===== src/logic/flash_host_pkg.sv =====
// Purpose: Constants for the host-side controller of a bytewide command-driven flash memory.
// Assumes: mclk at 10 MHz; the flash is reached over its parallel pins only.
// Notes:   Contract
package flash_host_pkg;

  localparam int CLK_HZ            = 10_000_000;
  localparam int ADDR_W            = 16;

  // Command codes
  localparam logic [7:0] CMD_READ     = 8'h00;
  localparam logic [7:0] CMD_IDENT    = 8'h90;
  localparam logic [7:0] CMD_ERASE    = 8'h20;
  localparam logic [7:0] CMD_ERASE_VF = 8'ha0;
  localparam logic [7:0] CMD_PROG     = 8'h40;
  localparam logic [7:0] CMD_PROG_VF  = 8'hc0;
  localparam logic [7:0] CMD_RESET    = 8'hff;
  localparam logic [7:0] ERASED_BYTE  = 8'hff;
  localparam logic [7:0] PRE_ERASE    = 8'h00;

  // Times in their own units and derived cycle counts
  localparam int ERASE_PULSE_US    = 10_000;
  localparam int PROG_PULSE_NS     = 10_000;
  localparam int READ_WAIT_NS      = 6_000;
  localparam int ERASE_PULSE_CYC   = (ERASE_PULSE_US * (CLK_HZ / 1_000_000));
  localparam int PROG_PULSE_CYC    = (PROG_PULSE_NS * (CLK_HZ / 1_000_000) + 999) / 1000;
  localparam int READ_WAIT_CYC     = (READ_WAIT_NS * (CLK_HZ / 1_000_000) + 999) / 1000;
  localparam int ERASE_TRIES       = 1000;
  localparam int PROG_TRIES        = 25;

  // Bus cycle phase lengths in mclk cycles
  localparam int SETUP_CYC         = 1;
  localparam int STROBE_CYC        = 2;
  localparam int HOLD_CYC          = 1;
  localparam int ACCESS_CYC        = 3;

  typedef enum logic [2:0] {
    OP_READ,
    OP_IDENT,
    OP_PROGRAM,
    OP_ERASE_CHIP,
    OP_RESET
  } op_t;

  typedef enum logic [1:0] {
    ST_OK,
    ST_PROG_FAIL,
    ST_ERASE_FAIL,
    ST_NO_SUPPLY
  } status_t;

endpackage : flash_host_pkg


===== src/logic/flash_bus_cycle.sv =====
// Purpose: One write or read cycle on the flash parallel pins.
// Assumes: Flash pins are driven directly; mclk 10 MHz.
// Notes:   On write cycles select and strobe fall and rise together, so both edges coincide.
module flash_bus_cycle
  import flash_host_pkg::*;
#(
  parameter int AW = ADDR_W
)
(
  input  wire logic          mclk,
  input  wire logic          rst,
  input  wire logic          start,
  input  wire logic          is_write,
  input  wire logic [AW-1:0] addr,
  input  wire logic [7:0]    wdata,
  output logic               done,
  output logic [7:0]         rdata_q,
  output logic [AW-1:0]      flash_addr_q,
  output logic               select_n_q,
  output logic               gate_n_q,
  output logic               strobe_n_q,
  output logic [7:0]         byte_bus_o_q,
  output logic               byte_bus_oe_q,
  input  wire logic [7:0]    byte_bus_i
);

  typedef enum logic [2:0] {
    BC_IDLE,
    BC_SETUP,
    BC_STROBE,
    BC_HOLD,
    BC_ACCESS
  } bc_state_t;

  bc_state_t state_q;
  logic [3:0] cnt_q;
  logic       wr_q;

  assign done = (state_q == BC_HOLD && cnt_q == 4'h0) || (state_q == BC_ACCESS && cnt_q == 4'h0);

  // =====================================================
  // Sequencing
  always_ff @(posedge mclk or posedge rst)
  begin
    if (rst)
    begin
      state_q       <= BC_IDLE;
      cnt_q         <= 4'h0;
      wr_q          <= 1'b0;
      flash_addr_q  <= '0;
      select_n_q    <= 1'b1;
      gate_n_q      <= 1'b1;
      strobe_n_q    <= 1'b1;
      byte_bus_o_q  <= 8'h00;
      byte_bus_oe_q <= 1'b0;
      rdata_q       <= 8'h00;
    end
    else
    begin
      unique case (state_q)
        BC_IDLE:
        begin
          if (start)
          begin
            wr_q          <= is_write;
            flash_addr_q  <= addr;
            byte_bus_o_q  <= wdata;
            byte_bus_oe_q <= is_write;
            gate_n_q      <= is_write;
            cnt_q         <= 4'(SETUP_CYC - 1);
            state_q       <= BC_SETUP;
          end
        end
        BC_SETUP:
        begin
          if (cnt_q == 4'h0)
          begin
            select_n_q <= 1'b0;
            strobe_n_q <= ~wr_q;
            gate_n_q   <= wr_q;
            cnt_q      <= wr_q ? 4'(STROBE_CYC - 1) : 4'(ACCESS_CYC - 1);
            state_q    <= wr_q ? BC_STROBE : BC_ACCESS;
          end
          else
            cnt_q <= cnt_q - 4'h1;
        end
        BC_STROBE:
        begin
          if (cnt_q == 4'h0)
          begin
            strobe_n_q <= 1'b1;
            select_n_q <= 1'b1;
            cnt_q      <= 4'(HOLD_CYC - 1);
            state_q    <= BC_HOLD;
          end
          else
            cnt_q <= cnt_q - 4'h1;
        end
        BC_HOLD:
        begin
          if (cnt_q == 4'h0)
          begin
            byte_bus_oe_q <= 1'b0;
            gate_n_q      <= 1'b1;
            state_q       <= BC_IDLE;
          end
          else
            cnt_q <= cnt_q - 4'h1;
        end
        BC_ACCESS:
        begin
          // Sampled every access cycle, so done sees a settled byte; ACCESS_CYC must be 2 or more
          rdata_q <= byte_bus_i;
          if (cnt_q == 4'h0)
          begin
            select_n_q <= 1'b1;
            gate_n_q   <= 1'b1;
            state_q    <= BC_IDLE;
          end
          else
            cnt_q <= cnt_q - 4'h1;
        end
      endcase
    end
  end

  // =====================================================
  // Checks
  write_gate_a: assert property (@(posedge mclk) disable iff (rst)
    !strobe_n_q |-> (gate_n_q && !select_n_q && byte_bus_oe_q))
    else $error("strobe low without gate high and select low");

  read_drive_a: assert property (@(posedge mclk) disable iff (rst)
    !gate_n_q |-> (strobe_n_q && !byte_bus_oe_q))
    else $error("gate low while host drives or strobes");

  strobe_len_a: assert property (@(posedge mclk) disable iff (rst)
    $fell(strobe_n_q) |-> !strobe_n_q [*2] ##1 strobe_n_q)
    else $error("strobe width wrong");

endmodule : flash_bus_cycle


===== src/logic/flash_host.sv =====
// Purpose: Host controller that reads, identifies, programs and bulk-erases the flash.
// Assumes: programming_supply_high switches the programming supply; caller holds req until ack.
// Notes:   Erase of the whole chip pre-programs every byte to zero first.
module flash_host
  import flash_host_pkg::*;
#(
  parameter int AW          = ADDR_W,
  parameter int ERASE_CYC   = ERASE_PULSE_CYC,
  parameter int LAST_ADDR   = (1 << ADDR_W) - 1
)
(
  input  wire logic          mclk,
  input  wire logic          rst,
  input  wire logic          req,
  input  wire op_t           op,
  input  wire logic [AW-1:0] req_addr,
  input  wire logic [7:0]    req_data,
  output logic               ack,
  output logic [7:0]         resp_data_q,
  output status_t            status_q,
  input  wire logic          supply_ready,
  output logic               programming_supply_high,
  output logic               identifier_high_voltage,
  output logic [AW-1:0]      flash_addr,
  output logic               select_n,
  output logic               gate_n,
  output logic               strobe_n,
  output logic [7:0]         byte_bus_o,
  output logic               byte_bus_oe,
  input  wire logic [7:0]    byte_bus_i
);

  typedef enum logic [3:0] {
    S_IDLE,
    S_CMD,
    S_CMD2,
    S_WAIT,
    S_READ,
    S_CHECK,
    S_DONE
  } st_t;

  st_t             state_q;
  op_t             op_q;
  logic [AW-1:0]   addr_q;
  logic [7:0]      data_q;
  logic [7:0]      cmd1_q;
  logic [7:0]      cmd2_q;
  logic            cmd2_wr_q;
  logic            read_next_q;
  logic            erase_pre_q;
  logic [23:0]     wait_q;
  logic [9:0]      tries_q;
  logic            ack_q;
  logic            bc_start;
  logic            bc_wr;
  logic [AW-1:0]   bc_addr;
  logic [7:0]      bc_wdata;
  logic            bc_done;
  logic [7:0]      bc_rdata;

  // =====================================================
  // Pin cycle engine
  flash_bus_cycle #(.AW(AW)) u_cycle (
    .mclk          (mclk),
    .rst           (rst),
    .start         (bc_start),
    .is_write      (bc_wr),
    .addr          (bc_addr),
    .wdata         (bc_wdata),
    .done          (bc_done),
    .rdata_q       (bc_rdata),
    .flash_addr_q  (flash_addr),
    .select_n_q    (select_n),
    .gate_n_q      (gate_n),
    .strobe_n_q    (strobe_n),
    .byte_bus_o_q  (byte_bus_o),
    .byte_bus_oe_q (byte_bus_oe),
    .byte_bus_i    (byte_bus_i)
  );

  logic cyc_busy_q;
  assign bc_start = (state_q == S_CMD || state_q == S_CMD2 || state_q == S_READ) && !cyc_busy_q;
  assign bc_wr    = (state_q != S_READ);
  assign bc_wdata = (state_q == S_CMD) ? cmd1_q : cmd2_q;
  assign bc_addr  = addr_q;
  assign ack      = ack_q;
  // Identifier bytes come through commands, so the high-voltage line is never raised here.
  assign identifier_high_voltage = 1'b0;

  always_ff @(posedge mclk or posedge rst)
  begin
    if (rst)
      cyc_busy_q <= 1'b0;
    else if (bc_start)
      cyc_busy_q <= 1'b1;
    else if (bc_done)
      cyc_busy_q <= 1'b0;
  end

  // =====================================================
  // Operation sequencer
  always_ff @(posedge mclk or posedge rst)
  begin
    if (rst)
    begin
      state_q                 <= S_IDLE;
      op_q                    <= OP_READ;
      addr_q                  <= '0;
      data_q                  <= 8'h00;
      cmd1_q                  <= CMD_READ;
      cmd2_q                  <= CMD_READ;
      cmd2_wr_q               <= 1'b0;
      read_next_q             <= 1'b0;
      erase_pre_q             <= 1'b0;
      wait_q                  <= 24'h0;
      tries_q                 <= 10'h0;
      ack_q                   <= 1'b0;
      resp_data_q             <= 8'h00;
      status_q                <= ST_OK;
      programming_supply_high <= 1'b0;
    end
    else
    begin
      ack_q <= 1'b0;
      unique case (state_q)
        S_IDLE:
        begin
          if (req && !ack_q)
          begin
            op_q                    <= op;
            addr_q                  <= req_addr;
            data_q                  <= req_data;
            tries_q                 <= 10'h0;
            programming_supply_high <= 1'b1;
            erase_pre_q             <= (op == OP_ERASE_CHIP);
            if (op == OP_ERASE_CHIP)
              addr_q <= '0;
            state_q <= S_WAIT;
            wait_q  <= 24'h0;
            cmd2_wr_q <= 1'b0;
            cmd1_q  <= CMD_READ;
          end
        end
        S_WAIT:
        begin
          if (!supply_ready)
            wait_q <= wait_q;
          else if (wait_q != 24'h0)
            wait_q <= wait_q - 24'h1;
          else if (read_next_q)
            state_q <= S_READ;
          else if (cmd1_q == CMD_PROG_VF || cmd1_q == CMD_ERASE_VF)
            state_q <= S_CMD;
          else
          begin
            unique case (op_q)
              OP_READ:  begin cmd1_q <= CMD_READ;  cmd2_wr_q <= 1'b0; end
              OP_IDENT: begin cmd1_q <= CMD_IDENT; cmd2_wr_q <= 1'b0; end
              OP_RESET: begin cmd1_q <= CMD_RESET; cmd2_q <= CMD_RESET; cmd2_wr_q <= 1'b1; end
              OP_PROGRAM,
              OP_ERASE_CHIP:
              begin
                cmd1_q    <= erase_pre_q || op_q == OP_PROGRAM ? CMD_PROG : CMD_ERASE;
                cmd2_q    <= erase_pre_q ? PRE_ERASE : (op_q == OP_PROGRAM ? data_q : CMD_ERASE);
                cmd2_wr_q <= 1'b1;
              end
            endcase
            state_q <= S_CMD;
          end
        end
        S_CMD:
        begin
          if (bc_done)
            state_q <= cmd2_wr_q ? S_CMD2 : S_WAIT;
          if (bc_done)
            read_next_q <= !cmd2_wr_q;
          if (bc_done && !cmd2_wr_q)
            wait_q <= (cmd1_q == CMD_PROG_VF || cmd1_q == CMD_ERASE_VF) ? 24'h0 : 24'(READ_WAIT_CYC);
        end
        S_CMD2:
        begin
          if (bc_done)
          begin
            if (op_q == OP_RESET)
              state_q <= S_DONE;
            else
            begin
              // Pulse timing: erase for the long pulse, otherwise program pulse.
              wait_q <= (cmd1_q == CMD_ERASE) ? 24'(ERASE_CYC) : 24'(PROG_PULSE_CYC);
              cmd1_q <= (cmd1_q == CMD_ERASE) ? CMD_ERASE_VF : CMD_PROG_VF;
              cmd2_wr_q <= 1'b0;
              state_q <= S_WAIT;
            end
          end
        end
        S_READ:
        begin
          if (bc_done)
          begin
            resp_data_q <= bc_rdata;
            read_next_q <= 1'b0;
            state_q     <= (op_q == OP_READ || op_q == OP_IDENT) ? S_DONE : S_CHECK;
          end
        end
        S_CHECK:
        begin
          if (cmd1_q == CMD_PROG_VF)
          begin
            if (resp_data_q == cmd2_q)
            begin
              tries_q <= 10'h0;
              if (erase_pre_q && addr_q != AW'(LAST_ADDR))
              begin
                addr_q <= addr_q + 1'b1;
                cmd1_q <= CMD_READ;
                state_q <= S_WAIT;
              end
              else if (erase_pre_q)
              begin
                erase_pre_q <= 1'b0;
                addr_q  <= '0;
                cmd1_q  <= CMD_READ;
                state_q <= S_WAIT;
              end
              else
                state_q <= S_DONE;
            end
            else if (tries_q == 10'(PROG_TRIES - 1))
            begin
              status_q <= ST_PROG_FAIL;
              state_q  <= S_DONE;
            end
            else
            begin
              tries_q <= tries_q + 10'h1;
              cmd1_q  <= CMD_READ;
              state_q <= S_WAIT;
            end
          end
          else
          begin
            // Erase-verify: one cmd write with address then a read, per byte.
            if (resp_data_q == ERASED_BYTE && addr_q == AW'(LAST_ADDR))
              state_q <= S_DONE;
            else if (resp_data_q == ERASED_BYTE)
            begin
              addr_q  <= addr_q + 1'b1;
              cmd1_q  <= CMD_ERASE_VF;
              cmd2_wr_q <= 1'b0;
              state_q <= S_CMD;
            end
            else if (tries_q == 10'(ERASE_TRIES - 1))
            begin
              status_q <= ST_ERASE_FAIL;
              state_q  <= S_DONE;
            end
            else
            begin
              tries_q <= tries_q + 10'h1;
              cmd1_q  <= CMD_READ;
              state_q <= S_WAIT;
            end
          end
        end
        S_DONE:
        begin
          programming_supply_high <= 1'b0;
          ack_q   <= 1'b1;
          state_q <= S_IDLE;
        end
        default:
          state_q <= S_IDLE;
      endcase
      if (state_q == S_IDLE && req && !ack_q)
        status_q <= ST_OK;
    end
  end

  // =====================================================
  // Checks
  supply_cmd_a: assert property (@(posedge mclk) disable iff (rst)
    !strobe_n |-> programming_supply_high)
    else $error("command written without programming supply");
  prog_tries_a: assert property (@(posedge mclk) disable iff (rst)
    state_q == S_CHECK |-> tries_q < ((cmd1_q == CMD_PROG_VF) ? 10'(PROG_TRIES) : 10'(ERASE_TRIES)))
    else $error("retry count past limit");
  erase_wait_a: assert property (@(posedge mclk) disable iff (rst)
    (state_q == S_CMD2 && bc_done && cmd1_q == CMD_ERASE) |=> wait_q == 24'(ERASE_CYC))
    else $error("erase pulse time not loaded");
  prog_wait_a: assert property (@(posedge mclk) disable iff (rst)
    (state_q == S_CMD2 && bc_done && cmd1_q == CMD_PROG) |=> wait_q == 24'(PROG_PULSE_CYC))
    else $error("program pulse time not loaded");
  read_wait_a: assert property (@(posedge mclk) disable iff (rst)
    (state_q == S_CMD && bc_done && !cmd2_wr_q && cmd1_q == CMD_READ) |=> wait_q == 24'(READ_WAIT_CYC))
    else $error("read settle wait not loaded");

endmodule : flash_host


===== config.mk =====
export PLATFORM = sky130hd
export DESIGN_NAME = flash_host
export DESIGN_NICKNAME = d
export VERILOG_FILES = /design/src/logic/flash_host_pkg.sv /design/src/logic/flash_bus_cycle.sv /design/src/logic/flash_host.sv
export SDC_FILE = /design/constraint.sdc
export NUM_CORES = 1
export LEC_CHECK = 0
export ABC_CLOCK_PERIOD_IN_PS = 9500
export BUFFER_PORTS_ARGS = -buffer_cell sky130_fd_sc_hd__buf_2
export CORE_ASPECT_RATIO = 1.75
export CORE_UTILIZATION = 38
export CTS_BUF_LIST = sky130_fd_sc_hd__clkbuf_4 sky130_fd_sc_hd__clkbuf_8
export DETAILED_ROUTE_END_ITERATION = 12
export PLACE_DENSITY = 0.58
export SLEW_MARGIN = 20
export SYNTH_ARGS = -nofsm -noshare
export SYNTH_HDL_FRONTEND = slang
export SYNTH_SLANG_ARGS = --single-unit

===== constraint.sdc =====
create_clock -name mclk -period 9.5 [get_ports mclk]
set_input_delay 2.85 -clock mclk [delete_from_list [all_inputs] [get_ports mclk]]
set_output_delay 2.85 -clock mclk [all_outputs]
set_load 0.01 [all_outputs]

== Word level (Yosys, flattened, before mapping) ==
Index checks and enable logic that the tools add are counted.
Storage, ports and cells
  logic and storage cells: 278
  register bits: 141
  output and inout port bits: 41
  input port bits: 39
Operators by class
  eq/ne operators: 62
  multiplexer cells: 121
  $add $sub $neg: 4
  bitwise gates (word level): 4
  reduce and logical (&&, ||, !) cells: 61
Operators by type and width (number)
  2-to-1 mux 24 bit: 6
  2-to-1 mux 8 bit: 18
  2-to-1 mux 16 bit: 8
  case mux 24 bit (4 select lines): 1
  2-to-1 mux 10 bit: 7
  case mux 8 bit (4 select lines): 2
  2-to-1 mux 4 bit: 12
  2-to-1 mux 3 bit: 13
  inequality test 2 bit (second input constant): 19
  case mux 16 bit (2 select lines): 1
  AND reduction 6 bit: 5
  2-to-1 mux 1 bit: 25
  == test 8 bit (second input constant): 3
  case mux 4 bit (6 select lines): 1
  nonzero test 24 bit: 1
  subtractor 24 x 1 -> 24 bit (second input constant): 1
  2-to-1 mux 2 bit: 10
  case mux 10 bit (2 select lines): 1
  nonzero test 2 bit: 9
  2-to-1 mux 17 bit: 1
  adder 16 x 1 -> 16 bit (second input constant): 1
  == test 16 bit (second input constant): 1
  inequality test 16 bit (second input constant): 1
  case mux 4 bit (4 select lines): 1
  other kinds (43): 104

== Depth between registers and ports, before layout ==
Gate-level depths: netlist (run 1).
  depth in word-level cells: 9
  mapped depth: 10
  mapped depth without buffers: 8

== Modules after synthesis ==
From an unflattened synthesis (run 1), not the netlist that was laid out.
Second synthesis, totals
  cell total of the unflattened synthesis: 797
  area total of the unflattened synthesis: 7597.3 um^2
Modules (own cells, without submodules)
  flash_host: cells each 635, instances 1, area each 5536.6 um^2, sequential area each 2327.2 um^2
  flash_bus_cycle: cells each 162, instances 1, area each 2060.7 um^2, sequential area each 1104.8 um^2

== Least setup slack after synthesis (run 1) ==
No wires, ideal clock.
  kind: input -> register
  start: in req
  end: reg cmd2_q[5]
  path buffers: 1
  cell stages on the path: 7
  data required time: 9.375 ns
  data arrival time: 4.376 ns
  library setup time: 0.125 ns
  setup slack: 5.000 ns
  cells stage by stage: nand2b_1 -> a2bb2oi_1 -> nor2_1 -> a211oi_1 -> and3_1 -> buf_2 -> mux2_2
RTL lines
  start: declaration: RTL line flash_host.sv:14  | input wire logic req,
  end signal: assignment: RTL line flash_host.sv:165  | cmd2_q <= erase_pre_q ? PRE_ERASE : (op_q == OP_PROGRAM ? data_q : CMD_ERASE);
  end: declaration: RTL line flash_host.sv:48  | logic [7:0] cmd2_q;

== Worst setup path after layout (run 1) ==
  start: in req
  end: reg tries_q[6]
On the way
  longest elaborated chain between the ends: 3
RTL lines
  logical AND 1 bit: RTL line flash_host.sv:129  | if (req && !ack_q)
  inequality test 2 bit (no source line)
  AND reduction 6 bit (no source line)
  end signal: assignment: RTL line flash_host.sv:236  | tries_q <= tries_q + 10'h1;
  end signal: assignment: RTL line flash_host.sv:260  | tries_q <= tries_q + 10'h1;
  end: declaration: RTL line flash_host.sv:53  | logic [9:0] tries_q;
Every way passes these cells.
A chain may end at the register's enable or synchronous reset.

==> results.txt, run 1 <==
Placement row count: 66
Period Utilization, post-route: 0.5084
Crit path required time: 9.86 ns
Sequence of cells on the critical path: buf_2 > nand2b_1 > nand3b_1 > a21oi_1 > o211ai_1 > nand2b_1 > o41ai_1
Initial antenna violation count: 1
Fin. max-slew vios: 0
Initial Util: 0.3916
Post-route cell area: 8396 um^2
Post-Syn Area: 7341 um^2
Input/output buffers: 78
Detailed-route DRC error count: 0
Top cell by count, worst path: nand2b_1
CP Launch Type: primary input
Most numerous cell in the Yosys netlist: dfrtp_1
HP Class: reg2reg
CTS tree: yes
Slowest CP cell: nand3b_1
Synth Area in XOR/XNOR: 0.02506
# Max-Cap Violations: 0
Maximum root-to-sink buffer count: 2
Gr ovfl total: 0
Unique masters post-synth: 68
1st-iter DRT viols: 299
H-tree depth: 4
Layout area overhead: 14.37%
Multi-input logic area: 3651 um^2
DR top layer: met4
Vias in the first global route: 6408
RSZ-0062 raised after global routing: no
CTS Buf Count: 17
Final Hold Violating Endpoints: 0
Worst setup EP type: flop
Clk_lat worst skew: 0.47 ns
Wire length on met3: 702 um
EDFF count, synth: 0
Largest net degree at the start of global routing: 72
Routed Antenna Nets: 0
DIE AREA: 19900 um^2
Slew @ Worst Pin: 1.161 ns
Worst path arrival time: 5.19 ns
Max incr delay on CP: 0.62 ns
Setup WS pre-CTS: 4.178 ns
Adder-cell area share of the yosys netlist: 0.01329
Ys flop type: dfrtp_1
Post-cts sizing count: 0
DRT Wirelength: 20.53 mm
Layout cell share with drive strength beyond 1: 0.1941
Seq/Total Area, Yosys: 0.4675
Asr flop ratio synth: 1.000
Top cells by area, synth: dfrtp_1 (46%), o21ai_0 (5.1%), mux2_2 (5.1%)
Yosys reg bits: 137
Routed vias: 6321
Met1 wire length: 7.563 mm
Number of vias per cell: 5.619
Mux contribution to synthesized area: 0.06852
Area after DPL: 7945 um^2
CTS Sinks: 137
DIE WIDTH: 107.1 um
Peak supply drop: 168.2 uV
Static Leak: 3.711 nW
Fillers: 1828
Nets: 919
First-pass GRT wire length: 33.41 mm
FF+latch area: 3432 um^2
Final setup fails: 0
Placer's final routability congestion estimate: 0.9040
Die height: 185.9 um
Core area: 18750 um^2
Synth Area in Simple Gates: 0.2170
Pre-antenna DRT Iters: 5
Clk slew on worst S/H paths: 0.09 ns
Syn Nets: 852
Type of the worst setup path: in2reg
Io pins: 80
CTS root buf: clkbuf_8
Post-route setup slack: 4.670 ns
Mapped Avg Cell Area: 9.108 um^2
Post-Route Setup TNS: 0 ns
CP max FO: 18
Complex-gate fraction of the synthesized area: 0.1721
Outcome: finished, final reports clean
Cell taking the most area after synthesis: dfrtp_1
Post-CTS Setup Bufs: 0
Syn. warnings: 0
Cells after Synth: 806
Largest family of logic cells by synthesized area: simple AND/OR/NAND/NOR gates
Fmax: 207.0 MHz
WL/cell: 18.24 um
Relative slew margins: 0.2057
Tmin final: 4.830 ns
WL met2: 11.32 mm
Layout Skew: 0.01127 ns
Number of buffers inserted by hold repair at cts: 0
Post-synth top cells: dfrtp_1 (134), nand2_1 (90), nor2_1 (78)
Top cell type's share of synthesized area: 0.4568
Power per cell area: 294.9 nW/um^2
Gr usage total: 0.2199
DP HPWL: 15.09 mm
-- metrics by stage --
stage	hold WS, ns	std cells	power (mW)	util
3_5_place_dp	0.4629	1092	1.939	0.4238
2_1_floorplan	0.4456	806	1.635	-
3_3_place_gp	0.4614	1092	1.925	0.4238
4_1_cts	0.4857	1124	2.493	0.4477
5_1_grt	0.5030	1125	2.664	0.4479
6_report	0.4838	1125	2.476	0.4479
-- logic make-up (layout without fill, tap and decap cells) --
| group | count (synthesis) | count (layout) |
|---|---|---|
| flip-flops | 137 | 137 |
| AO/OA/AOI/OAI | 211 | 211 |
| other | 1 | 2 |
| adder cells (fa/ha/maj) | 8 | 8 |
| buffers and inverters | 67 | 147 |
| XOR/XNOR | 21 | 21 |
| multiplexers | 46 | 46 |
| AND/OR/NAND/NOR | 315 | 315 |
-- final cells by class --
type                    count  share of cell area
multi-input cells         602              0.4349
flip-flops and latches    137              0.4088
repair buffers             86             0.05365
well taps                 238             0.03547
clock buffers              19             0.03040
clock inverters            13             0.02295
inverters                  29             0.01356
diodes                      1           0.0002981
-- where the power goes --
group | switching (mW) | internal (mW) | total [mW] | leakage [nW]
clock | 0.249 | 0.298 | 0.548 | 0.209
sequential | 0.226 | 0.791 | 1.02 | 1.68
combinational | 0.524 | 0.387 | 0.911 | 1.82
total | 1.00 | 1.48 | 2.48 | 3.71
-- worst max-delay path, delay by kind of cell --
family | cells | cell delay [ns]
AO/OA/AOI/OAI | 3 | 1.09
buffers and inverters | 1 | 0.08
AND/OR/NAND/NOR | 3 | 1.17
-- sequential cells by signal, indices dropped and copies added (netlist names), 3 cells and up --
name,cells
addr_q,16
cmd1_q,5
cmd2_q,8
data_q,8
op_q,3
resp_data_q,8
state_q,3
tries_q,10
u_cycle.byte_bus_o_q,8
u_cycle.cnt_q,4
u_cycle.flash_addr_q,16
u_cycle.rdata_q,8
u_cycle.state_q,3
wait_q,24
-- cell usage in the layout (no fill, tap or decap), types with 4 or more instances in the layout --
cell type     n
a21o_1        4
a21oi_1      61
a22oi_1       5
a31oi_1       8
and3_1        7
buf_2        78
buf_4         8
bufinv_16     4
clkbuf_8     18
clkinvlp_4    5
dfrtp_1     134
ha_1          7
inv_1        28
inv_6         4
mux2_2       33
mux2i_1      12
nand2_1      90
nand2b_1     15
nand3_1      19
nand3b_1      4
nand4_1       9
nor2_1       78
nor2b_1       6
nor3_1       20
nor3b_1       5
nor4_1       18
o21ai_0      74
o22ai_1       9
o31ai_1      11
o41ai_1       4
or2_2         5
or3_1        12
or3b_2        4
or4_1         8
xnor2_1      20
-- routing by layer --
layer	track usage	up-vias
li1	-	3034
met1	0.2199	3070
met2	0.4119	162
met3	0.04377	55
met4	0.1332	0
met5	0	-
-- path summary, 6_finish.rpt --
check,from,endpoint,slack [ns],depth (start not counted)
max,req,tries_q[6],4.67,7
min,data_q[0],data_q[0],0.48,2
max reg2reg,state_q[2],cmd2_q[5],6.01,6
min reg2reg,data_q[0],data_q[0],0.48,2
max in group asynchronous,rst,u_cycle.flash_addr_q[1],5.64,3
min in group asynchronous,rst,wait_q[6],2.46,2
Note: power is estimated with default switching activity, not from simulation.
==> run 2: changes to the inputs <==
--- a/config.mk
+++ b/config.mk
@@ -5,7 +5,7 @@
 export SDC_FILE = /design/constraint.sdc
 export NUM_CORES = 1
 export LEC_CHECK = 0
-export ABC_CLOCK_PERIOD_IN_PS = 9500
+export ABC_CLOCK_PERIOD_IN_PS = 4700
 export BUFFER_PORTS_ARGS = -buffer_cell sky130_fd_sc_hd__buf_2
 export CORE_ASPECT_RATIO = 1.75
 export CORE_UTILIZATION = 38
==> constraint.sdc (replaced) <==
create_clock -name mclk -period 4.7 [get_ports mclk]
set_input_delay 1.41 -clock mclk [delete_from_list [all_inputs] [get_ports mclk]]
set_output_delay 1.41 -clock mclk [all_outputs]
set_load 0.01 [all_outputs]
==> run 2 against run 1 <==
Against the previous run:
- clock power increased by 99%
- critical path type is now reg2reg
- cell area increased by 0.54%
- sequential share of layout area decreased by 0.22 points
- largest power group unchanged
- clock skew increased by 0.0010 ns
- core utilization increased by 0.24 points
- critical endpoint is now cmd2_q[5]
- critical path depth unchanged
==> results.txt, run 2 (synthesis results as in run 1) <==
CTS root buf: clkbuf_8
Clk_lat worst skew: 0.46 ns (about the same)
Final Hold Violating Endpoints: 0 (unchanged)
Routed Antenna Nets: 0 (unchanged)
Fmax: 313.9 MHz
Routed vias: 6305 (-0.25%)
Tmin final: 3.186 ns
Clk slew on worst S/H paths: 0.08 ns (about the same)
Max FFs per register: 24 (unchanged)
CTS Sinks: 137 (unchanged)
Power per cell area: 592.0 nW/um^2 (+100%)
CP max FO: 9 (-9)
CTS tree: yes
Peak supply drop: 463.1 uV (+180%)
Worst setup EP type: flop
Layout cell share with drive strength beyond 1: 0.1998 (+0.005645)
Post-route total power: 4.997 mW (+100%)
Type of the worst setup path: reg2reg
Commonest non-fill, non-tap cell in the layout: dfrtp_1
H-tree depth: 4 (unchanged)
Gr ovfl total: 0 (unchanged)
First-pass GRT wire length: 32.97 mm (-1.3%)
Fin. max-slew vios: 0 (unchanged)
Period Utilization, post-route: 0.6778
Post-CTS Setup Bufs: 0 (unchanged)
Worst path arrival time: 3.53 ns (-1.66 ns)
# Max-Cap Violations: 0 (unchanged)
HP Class: reg2reg
Post-Route Setup TNS: 0 ns (unchanged)
Pre-antenna DRT Iters: 5 (unchanged)
Vias in the first global route: 6262 (-2.3%)
Io pins: 80 (unchanged)
DIE WIDTH: 107.1 um (unchanged)
Largest net degree at the start of global routing: 78 (+8.3%)
1st-iter DRT viols: 242 (-19%)
Relative slew margins: 0.3066 (+0.1008)
Initial antenna violation count: 0 (-1)
WL/cell: 17.95 um (-1.6%)
Final setup fails: 0 (unchanged)
Input/output buffers: 78 (unchanged)
Slew @ Worst Pin: 1.031 ns (-0.1301 ns)
Placement row count: 66 (unchanged)
Gr usage total: 0.2182 (-0.001659)
Layout area overhead: 14.98%
Post-cts sizing count: 0 (unchanged)
DIE AREA: 19900 um^2 (unchanged)
Detailed-route DRC error count: 0 (unchanged)
Number of vias per cell: 5.585 (-0.61%)
Outcome: finished, final reports clean
Maximum root-to-sink buffer count: 2 (unchanged)
Antenna diodes: 0 (-1)
CP Launch Type: flop
Layout Skew: 0.01227 ns (+0.001002 ns)
Number of buffers inserted by hold repair at cts: 0 (unchanged)
Static Leak: 3.740 nW (+0.78%)
CTS Buf Count: 17 (unchanged)
Crit path required time: 5.05 ns (-4.81 ns)
DRT Wirelength: 20.26 mm (-1.3%)
Die height: 185.9 um (unchanged)
DP HPWL: 15.13 mm (+0.27%)
Reg with most FFs: wait_q
Most frequent cells in the layout: dfrtp_1 (134), nand2_1 (90), nor2_1 (78), buf_2 (78), o21ai_0 (74)
Core area: 18750 um^2 (unchanged)
RSZ-0062 raised after global routing: no
Nets: 924 (+0.54%)
Placer's final routability congestion estimate: 0.8911 (-1.4%)
Fillers: 1847 (+1.0%)
Initial Util: 0.3916 (unchanged)
Regs by FF count: wait_q: 24 flops, addr_q: 16 flops, u_cycle.flash_addr_q: 16 flops
run 2: cell types whose count changed in the layout (fill, tap and decap cells not counted), sizes merged:
cell and change:
clkinv +1, clkinvlp -1, diode -1, buf +5
run 2: layer usage:
layer  GRT usage  part of all wire  vias to the layer above  wire length, um
met5           0                 0                        -                0
met1      0.2255              0.37                     3068             7420
li1            -                 -                     3058                -
met2      0.4165              0.57                      145            11550
met4     0.09973             0.029                        0              581
met3     0.04237             0.035                       34              709
run 2: cell type report:
| type | count | area (um^2) | share of cell area |
|---|---|---|---|
| Sequential cell | 137 | 3432 | 0.4066 |
| Clock buffer | 19 | 249.0 | 0.02950 |
| Clock inverter | 13 | 191.4 | 0.02268 |
| Tap cell | 238 | 297.8 | 0.03528 |
| Timing Repair Buffer | 91 | 500.5 | 0.05929 |
| Multi-Input combinational cell | 602 | 3657 | 0.4333 |
| Inverter | 29 | 112.6 | 0.01334 |
run 2: per-stage QoR:
| stage | hold slack (ns) | utilization | instances | area [um^2] | worst slack (ns) |
|---|---|---|---|---|---|
| global placement | 0.4596 | 0.4268 | 1097 | 8000 | 1.138 |
| finish | 0.4793 | 0.4503 | 1129 | 8441 | 1.514 |
| global route | 0.4954 | 0.4503 | 1129 | 8441 | 1.333 |
| detailed placement | 0.4648 | 0.4268 | 1097 | 8000 | 1.095 |
| floorplan | 0.4456 | - | 806 | 7345 | 1.585 |
| CTS | 0.4848 | 0.4503 | 1129 | 8441 | 1.513 |
run 2: path summary, 6_finish.rpt:
check	cells after the start	slack (ns)	endpoint	startpoint
min	2	0.48	data_q[7]	data_q[7]
max reg2reg	7	1.51	cmd2_q[5]	u_cycle.cnt_q[0]
min reg2reg	2	0.48	data_q[7]	data_q[7]
max	7	1.51	cmd2_q[5]	u_cycle.cnt_q[0]
max in group asynchronous	3	2.70	u_cycle.flash_addr_q[3]	rst
min in group asynchronous	2	1.11	wait_q[7]	rst
run 2: report_power, final:
group / switching [mW] / internal [mW]
sequential: 0.453 / 1.60
clock: 0.493 / 0.596
combinational: 1.06 / 0.799
run 2: critical path: stages (launching register included):
cell and delay, ns:
dfrtp_1 0.42, inv_1 0.09, ha_1 0.15, nor3b_1 0.64
nand2_1 0.24, a211oi_1 0.53, and3_1 0.60, mux2_2 0.40
